File: src/radio_cal_defs.vh
`ifndef RADIO_CAL_DEFS_VH
`define RADIO_CAL_DEFS_VH
`define CF_CAL_ADDR      6'h1a
`define FT_CTRL_ADDR     6'h18
`define DC_CAL_ADDR      6'h1b
`define TST_ADDR         6'h3d
`define START_BIT        7
`define CF_CAL_RST       7'h57
`define FT_CTRL_RST      7'h58
`define FTV_RST          6'h18
`define DC_CAL_RST       7'h20
`define DC_RO_BIT        6
`define TST_RST          8'h00
`define CHIP_SRC_BIT     7
`define CHIP_VAL_BIT     6
`define DIR_PICK_BIT     5
`define DIR_OVR_BIT      4
`define CLK_MHZ          125
`define T_CF_NS          8000
`define T_DC_NS          6000
`define T_FT_NS          25000
`define CF_CYCLES        ((`T_CF_NS * `CLK_MHZ) / 1000)
`define DC_CYCLES        ((`T_DC_NS * `CLK_MHZ) / 1000)
`define FT_CYCLES        ((`T_FT_NS * `CLK_MHZ) / 1000)
`define CNT_W            13
`endif

File: src/radio_calibration_control.v
`timescale 1ns/1ps
`include "radio_cal_defs.vh"
// Overview of operation
// - Center-frequency start launches 8 us cycle, self-clears.
// - Center-frequency start reads zero when idle.
// - Delay-cell start launches 6 us cycle, self-clears.
// - Delay-cell start reads zero after; bit6 read-only.
// - Test overrides act only with power-management enable.
// - Chip source override picks manual chip value.
// - Direction pick selects receive or transmit frequency.
// - Direction override applies direction pick.
// - Entering off state from sleep starts filter tuning; leaving reset does not.
// - Filter start launches 25 us cycle, self-clears.
// - Filter start reads zero when finished.
// - Six-bit tuning value resets 0x18, feeds loops.
// - Calibration is not blocked in receive or transmit.
// - Both synthesizer calibrations may run together.
module radio_calibration_control #(
   parameter CF_CYCLES = `CF_CYCLES,
   parameter DC_CYCLES = `DC_CYCLES,
   parameter FT_CYCLES = `FT_CYCLES
) (
   input  wire       clk_i,
   input  wire       rst_i,
   input  wire       ce_i,
   input  wire       wr_i,
   input  wire       rd_i,
   input  wire [5:0] addr_i,
   input  wire [7:0] wdata_i,
   output reg  [7:0] rdata_o,
   input  wire       power_management_enable_i,
   input  wire       enter_off_from_sleep_i,
   input  wire       normal_chip_i,
   input  wire       normal_dir_tx_i,
   output reg        chip_o,
   output reg        dir_tx_o,
   output reg  [5:0] filter_tuning_value_o,
   output reg        cf_cal_busy_o,
   output reg        dc_cal_busy_o,
   output reg        ft_cal_busy_o
);
   reg  [6:0] cf_low_r;
   reg  [6:0] ft_low_r;
   reg  [6:0] dc_low_r;
   reg  [7:0] tst_r;
   reg  [7:0] rdata_nxt;
   reg        chip_nxt;
   reg        dir_nxt;
   wire       enter_off_s;
   wire       pme_s;
   wire       wr_cf;
   wire       wr_ft;
   wire       wr_dc;
   wire       wr_tst;
   wire       rd_take;
   wire       cf_start;
   wire       dc_start;
   wire       ft_start;
   wire [2:0] cal_start;
   wire [2:0] cal_busy;
   wire       cf_busy;
   wire       dc_busy;
   wire       ft_busy;
   wire [7:0] cf_view;
   wire [7:0] ft_view;
   wire [7:0] dc_view;
   wire [7:0] tst_view;
   wire       chip_ovr_on;
   wire       dir_ovr_on;

   localparam CH_CF = 0;
   localparam CH_DC = 1;
   localparam CH_FT = 2;

   // Both levels come from another domain; only the second flop is read.
   sync2 u_sync_off (
      .clk_i (clk_i),
      .rst_i (rst_i),
      .ce_i  (ce_i),
      .d_i   (enter_off_from_sleep_i),
      .q_o   (enter_off_s)
   );

   sync2 u_sync_pme (
      .clk_i (clk_i),
      .rst_i (rst_i),
      .ce_i  (ce_i),
      .d_i   (power_management_enable_i),
      .q_o   (pme_s)
   );

   // A write or read only lands while the clock enable runs.
   assign wr_cf   = ce_i && wr_i && (addr_i == `CF_CAL_ADDR);
   assign wr_ft   = ce_i && wr_i && (addr_i == `FT_CTRL_ADDR);
   assign wr_dc   = ce_i && wr_i && (addr_i == `DC_CAL_ADDR);
   assign wr_tst  = ce_i && wr_i && (addr_i == `TST_ADDR);
   assign rd_take = ce_i && rd_i;

   // Only a one in the start bit launches; zero is inert.
   assign cf_start = wr_cf && wdata_i[`START_BIT];
   assign dc_start = wr_dc && wdata_i[`START_BIT];
   // Manual or automatic launch; radio state never gates it.
   assign ft_start = (wr_ft && wdata_i[`START_BIT]) || enter_off_s;

   assign cal_start[CH_CF] = cf_start;
   assign cal_start[CH_DC] = dc_start;
   assign cal_start[CH_FT] = ft_start;

   // Independent timers let both synthesizer cycles overlap.
   genvar g;
   generate
      for (g = 0; g < 3; g = g + 1) begin : g_cal
         localparam integer CYC = (g == CH_CF) ? CF_CYCLES :
                                  (g == CH_DC) ? DC_CYCLES : FT_CYCLES;
         cal_timer #(
            .CNT_W  (`CNT_W),
            .CYCLES (CYC)
         ) u_timer (
            .clk_i   (clk_i),
            .rst_i   (rst_i),
            .ce_i    (ce_i),
            .start_i (cal_start[g]),
            .busy_o  (cal_busy[g]),
            .done_o  ()
         );
      end
   endgenerate

   assign cf_busy = cal_busy[CH_CF];
   assign dc_busy = cal_busy[CH_DC];
   assign ft_busy = cal_busy[CH_FT];

   always @(posedge clk_i or posedge rst_i) begin
      if (rst_i) begin
         cf_low_r <= `CF_CAL_RST;
      end else if (wr_cf) begin
         cf_low_r <= wdata_i[6:0];
      end
   end

   always @(posedge clk_i or posedge rst_i) begin
      if (rst_i) begin
         ft_low_r <= `FT_CTRL_RST;
      end else if (wr_ft) begin
         ft_low_r <= wdata_i[6:0];
      end
   end

   always @(posedge clk_i or posedge rst_i) begin
      if (rst_i) begin
         dc_low_r <= `DC_CAL_RST;
      end else if (wr_dc) begin
         // Bit 6 stays at its reset value.
         dc_low_r <= {dc_low_r[6], wdata_i[5:0]};
      end
   end

   always @(posedge clk_i or posedge rst_i) begin
      if (rst_i) begin
         tst_r <= `TST_RST;
      end else if (wr_tst) begin
         tst_r <= wdata_i;
      end
   end

   // Start bits mirror busy, so they read zero when idle.
   assign cf_view  = {cf_busy, cf_low_r};
   assign ft_view  = {ft_busy, ft_low_r};
   assign dc_view  = {dc_busy, dc_low_r};
   assign tst_view = tst_r;

   always @* begin
      rdata_nxt = 8'h00;
      if (addr_i == `CF_CAL_ADDR) begin
         rdata_nxt = cf_view;
      end else if (addr_i == `FT_CTRL_ADDR) begin
         rdata_nxt = ft_view;
      end else if (addr_i == `DC_CAL_ADDR) begin
         rdata_nxt = dc_view;
      end else if (addr_i == `TST_ADDR) begin
         rdata_nxt = tst_view;
      end
   end

   // Overrides count only with power management on.
   assign chip_ovr_on = pme_s && tst_r[`CHIP_SRC_BIT];
   assign dir_ovr_on  = pme_s && tst_r[`DIR_OVR_BIT];

   always @* begin
      chip_nxt = normal_chip_i;
      if (chip_ovr_on) begin
         chip_nxt = tst_r[`CHIP_VAL_BIT];
      end
   end

   always @* begin
      dir_nxt = normal_dir_tx_i;
      if (dir_ovr_on) begin
         dir_nxt = tst_r[`DIR_PICK_BIT];
      end
   end

   // Read data holds between reads so a slow host may fetch it late.
   always @(posedge clk_i or posedge rst_i) begin
      if (rst_i) begin
         rdata_o <= 8'h00;
      end else if (rd_take) begin
         rdata_o <= rdata_nxt;
      end
   end

   // Registered outputs cost a cycle but keep decode glitches off pins.
   always @(posedge clk_i or posedge rst_i) begin
      if (rst_i) begin
         chip_o <= 1'b0;
      end else if (ce_i) begin
         chip_o <= chip_nxt;
      end
   end

   always @(posedge clk_i or posedge rst_i) begin
      if (rst_i) begin
         dir_tx_o <= 1'b0;
      end else if (ce_i) begin
         dir_tx_o <= dir_nxt;
      end
   end

   always @(posedge clk_i or posedge rst_i) begin
      if (rst_i) begin
         filter_tuning_value_o <= `FTV_RST;
      end else if (ce_i) begin
         filter_tuning_value_o <= ft_low_r[5:0];
      end
   end

   always @(posedge clk_i or posedge rst_i) begin
      if (rst_i) begin
         cf_cal_busy_o <= 1'b0;
      end else if (ce_i) begin
         cf_cal_busy_o <= cf_busy;
      end
   end

   always @(posedge clk_i or posedge rst_i) begin
      if (rst_i) begin
         dc_cal_busy_o <= 1'b0;
      end else if (ce_i) begin
         dc_cal_busy_o <= dc_busy;
      end
   end

   always @(posedge clk_i or posedge rst_i) begin
      if (rst_i) begin
         ft_cal_busy_o <= 1'b0;
      end else if (ce_i) begin
         ft_cal_busy_o <= ft_busy;
      end
   end
endmodule

File: src/cal_timer.v
`timescale 1ns/1ps
module cal_timer #(
   parameter CNT_W  = 13,
   parameter CYCLES = 1000
) (
   input  wire             clk_i,
   input  wire             rst_i,
   input  wire             ce_i,
   input  wire             start_i,
   output reg              busy_o,
   output reg              done_o
);
   localparam [31:0]      LAST_FULL = CYCLES - 1;
   localparam [CNT_W-1:0] LAST      = LAST_FULL[CNT_W-1:0];
   reg [CNT_W-1:0] cnt_r;
   // A start while busy is ignored so an active cycle is never restarted.
   always @(posedge clk_i or posedge rst_i) begin
      if (rst_i) begin
         cnt_r  <= {CNT_W{1'b0}};
         busy_o <= 1'b0;
         done_o <= 1'b0;
      end else if (ce_i) begin
         done_o <= 1'b0;
         if (!busy_o) begin
            if (start_i) begin
               busy_o <= 1'b1;
               cnt_r  <= {CNT_W{1'b0}};
            end
         end else if (cnt_r == LAST) begin
            busy_o <= 1'b0;
            done_o <= 1'b1;
         end else begin
            cnt_r <= cnt_r + 1'b1;
         end
      end
   end
endmodule

File: src/sync2.v
`timescale 1ns/1ps
module sync2 (
   input  wire clk_i,
   input  wire rst_i,
   input  wire ce_i,
   input  wire d_i,
   output reg  q_o
);
   reg meta_r;
   always @(posedge clk_i or posedge rst_i) begin
      if (rst_i) begin
         meta_r <= 1'b0;
         q_o    <= 1'b0;
      end else if (ce_i) begin
         meta_r <= d_i;
         q_o    <= meta_r;
      end
   end
endmodule

File: config.mk
export PLATFORM = sky130hd
export DESIGN_NAME = radio_calibration_control
export DESIGN_NICKNAME = d
export VERILOG_FILES = /design/src/radio_calibration_control.v /design/src/cal_timer.v /design/src/sync2.v
export VERILOG_INCLUDE_DIRS = /design/src /design/src/src
export SDC_FILE = /design/constraint.sdc
export NUM_CORES = 1
export LEC_CHECK = 0
export ABC_CLOCK_PERIOD_IN_PS = 2500
export BUFFER_PORTS_ARGS = -buffer_cell sky130_fd_sc_hd__buf_2
export CAP_MARGIN = 20
export CORE_MARGIN = 8
export CORE_UTILIZATION = 53
export CTS_CLUSTER_SIZE = 10
export DETAILED_ROUTE_END_ITERATION = 8
export HOLD_SLACK_MARGIN = 0.1
export PLACE_DENSITY = 0.75
export REMOVE_ABC_BUFFERS = 1
export SYNTH_ARGS = -nofsm -noshare
export SYNTH_HDL_FRONTEND = slang
export SYNTH_SLANG_ARGS = --single-unit
File: constraint.sdc
create_clock -name clk_i -period 2.5 [get_ports clk_i]
set_clock_uncertainty 0.05 [all_clocks]
set_input_delay 0.125 -clock clk_i [delete_from_list [all_inputs] [get_ports clk_i]]
set_output_delay 0.125 -clock clk_i [all_outputs]
set_load 0.01 [all_outputs]
==> out/results.ini <==
[global_route]
antenna_found_initial = 0
grt_pass1_vias = 3371
grt_max_degree = 60
grt_use_total_pct = 17.6
grt_pass1_wl_um = 16500
overflow = 0

[timing]
setup_viol = 0
fin_crit_sh_pct = 91.0
max_freq_ghz = 0.440
hold_viol = 0
final_max_slew_viol_count = 0
setup_ws_ns = 0.226
rsz0062_at_grt = false
min_period_ns = 2.27
slew_headroom_pct = 58.8
worst_pin_slew_ns = 0.618

[route]
ant_nets = 0
route.vias.total = 3424
totalWireLength_um = 9860
drc = 0
vias_per_cell = 6.00
drt-initial-drc-count = 175
wl_per_cell_um = 17.3
drtPass1Iterations = 6

[placed_design]
hpwl_um = 6670
dpl_worst_slack_ns = 0.246
place_congestion = 0.833
portBuffers = 41
placed_cells = 542

[cts]
root_buffer = clkbuf_8
cts_tree = built
path_clk_slew_ns = 0.10
cts_setup_buffers = 0
cts_buffers = 9
cts_sinks = 93
htree_levels = 3
clockBufferDepth = 2
cts_resized = 0
clk_latency_ns = 0.37

[final_layout]
stdcell_count = 571
nets = 489
final_core_util_pct = 62.9
syn2layout_area_growth_pct = 14.7
n_antenna_cell = 0
drive_gt1_share_pct = 29.4

[synthesis]
ys_seq_elements = 93
synthFlopType = dfrtp_1
synth_top_area_cell = dfrtp_1
yosys-top-cells-area = dfrtp_1, mux2_2, dfstp_2, nand2_1, nand3_1
synth_area_um2 = 4500
yosysUniqueCellTypes = 60
yosysSeqAreaShare_pct = 52.0
avgSynthCellArea_um2 = 11.2
synth_top_area_share_pct = 45.6
postSynthCellCount = 403
ys_warn_count = 0
async_reset_ff_share_pct = 100
synth_edf_count = 0

[critical_path]
crit_type = reg2reg
rrSetupSlack_ns = 0.23
crit_required_ns = 2.71
crit_arrival_ns = 2.48
start_kind = flip-flop
critPathCaptureType = flip-flop
cp_max_fo = 7

[floorplan]
io_pins = 42
dieArea_um2 = 11700
rows = 33
die_w_um = 108
initial_core_util_pct = 54.8
core_area_um2 = 8220
fp.dieH_um = 108

[power]
p_per_area_nw_per_um2 = 691
vdd_drop_max_v = 0.000425
p_leak_uw = 0.00235

[run]
drv_cap = 0

[status]
status = complete, no violations

[worst_hold_path]
min_path_type = in2reg

-- registers in the layout, indices dropped and copies added (netlist names) --
| name | flops |
|---|---|
| cf_low_r | 7 |
| u_sync_off.q_o | 1 |
| dc_cal_busy_o | 1 |
| chip_o | 1 |
| rdata_o | 8 |
| u_sync_off.meta_r | 1 |
| ft_cal_busy_o | 1 |
| g_cal.u_timer.cnt_r | 39 |
| filter_tuning_value_o | 6 |
| ft_low_r | 7 |
| tst_r | 8 |
| cf_cal_busy_o | 1 |
| u_sync_pme.q_o | 1 |
| dir_tx_o | 1 |
| dc_low_r | 6 |
| u_sync_pme.meta_r | 1 |
| g_cal.u_timer.busy_o | 3 |
-- metrics by stage --
step | setup TNS [ns] | hold slack (ns) | area [µm²] | power (µW)
floorplan | -6.32 | 0.160 | 4440 | 2370
global placement | 0 | 0.148 | 4850 | 2570
detailed placement | 0 | 0.161 | 4850 | 2610
CTS | 0 | 0.129 | 5170 | 3590
global route | 0 | 0.163 | 5170 | 3760
finish | 0 | 0.139 | 5170 | 3570
-- critical path, stage by stage (launching register included) --
cell     delay [ns]
dfrtp_1        0.42
inv_1          0.10
ha_1           0.13
or4b_2         0.62
nor4_4         0.42
o21ai_0        0.24
a21o_1         0.19
-- cell usage in the layout, fill, tap and decap left out, drive strengths merged, types with 3 or more instances in the layout --
cell type	n
or3	3
xnor2	9
mux2	41
ha	5
clkinv	3
inv	20
or4	5
nor2	25
dfrtp	82
a222oi	6
buf	49
nand2	26
a21o	7
o31ai	6
mux2i	8
or2	3
o21ai	12
dfstp	11
clkbuf	9
nand2b	3
o311ai	3
nand3	19
a31oi	8
nor3	8
a21oi	10
nand4	12
and3	7
and2	9
nor4	8
dlygate4sd3	13
-- what timing repair did --
action / CTS / global route
hold buffers: 13 / 0
endpoints found under the hold margin: 58 / 0
setup endpoints to repair: 0 / 0
-- logic make-up after synthesis --
logic type / share of synthesized area (%)
adders and majority gates: 1.39
AOI/OAI and AO/OA: 11.6
xor gates and xnor gates: 2.14
buffers and inverters: 2.89
muxes: 12.0
DFF: 52.0
and+or+nand+nor: 18.0
-- final timing paths --
path / endpoint / from / depth (start not counted)
max in group asynchronous: cf_low_r[6] / rst_i / 4
max: g_cal[1].u_timer.busy_o / g_cal[1].u_timer.cnt_r[1] / 6
min reg2reg: dc_cal_busy_o / dc_cal_busy_o / 1
min: dir_tx_o / ce_i / 2
max reg2reg: g_cal[1].u_timer.busy_o / g_cal[1].u_timer.cnt_r[1] / 6
min in group asynchronous: ft_low_r[5] / rst_i / 3
-- power by group --
part           total, µW  switching, µW  internal, µW
Combinational        639            326           313
Clock                974            588           386
Sequential          1960            234          1720
Total               3570           1150          2420
-- area by class of cell --
| type | count | area (µm²) |
|---|---|---|
| fill | 674 | 3050 |
| sequential | 93 | 2340 |
| multi-input combinational | 278 | 2030 |
| timing repair buffer | 62 | 408 |
| tap | 105 | 131 |
| clock buffer | 9 | 124 |
| clock inverter | 7 | 65.1 |
| inverter | 17 | 65.1 |
-- per-layer routing --
metal  share of wire, %  track usage [%]  vias to the layer above
met2                 52             28.7                       66
met5                  0                0                        -
met3                3.6             3.69                        9
met1                 44             22.6                     1738
li1                   -                -                     1611
met4                1.1             6.34                        0
-- synth_stat cells (all sizes together), types with 5 or more instances --
cell type and n:
mux2 41, nor4 8, nor2 25, nand3 19, mux2i 8, a21o 7
nand2 26, dfrtp 82, and3 7, nand4 12, o31ai 6, xnor2 9
ha 5, a31oi 8, inv 17, nor3 8, a21oi 10, a222oi 6
o21ai 12, and2 9, clkbuf 12, dfstp 11, or4 5
Power figures use the tool's default switching activity.
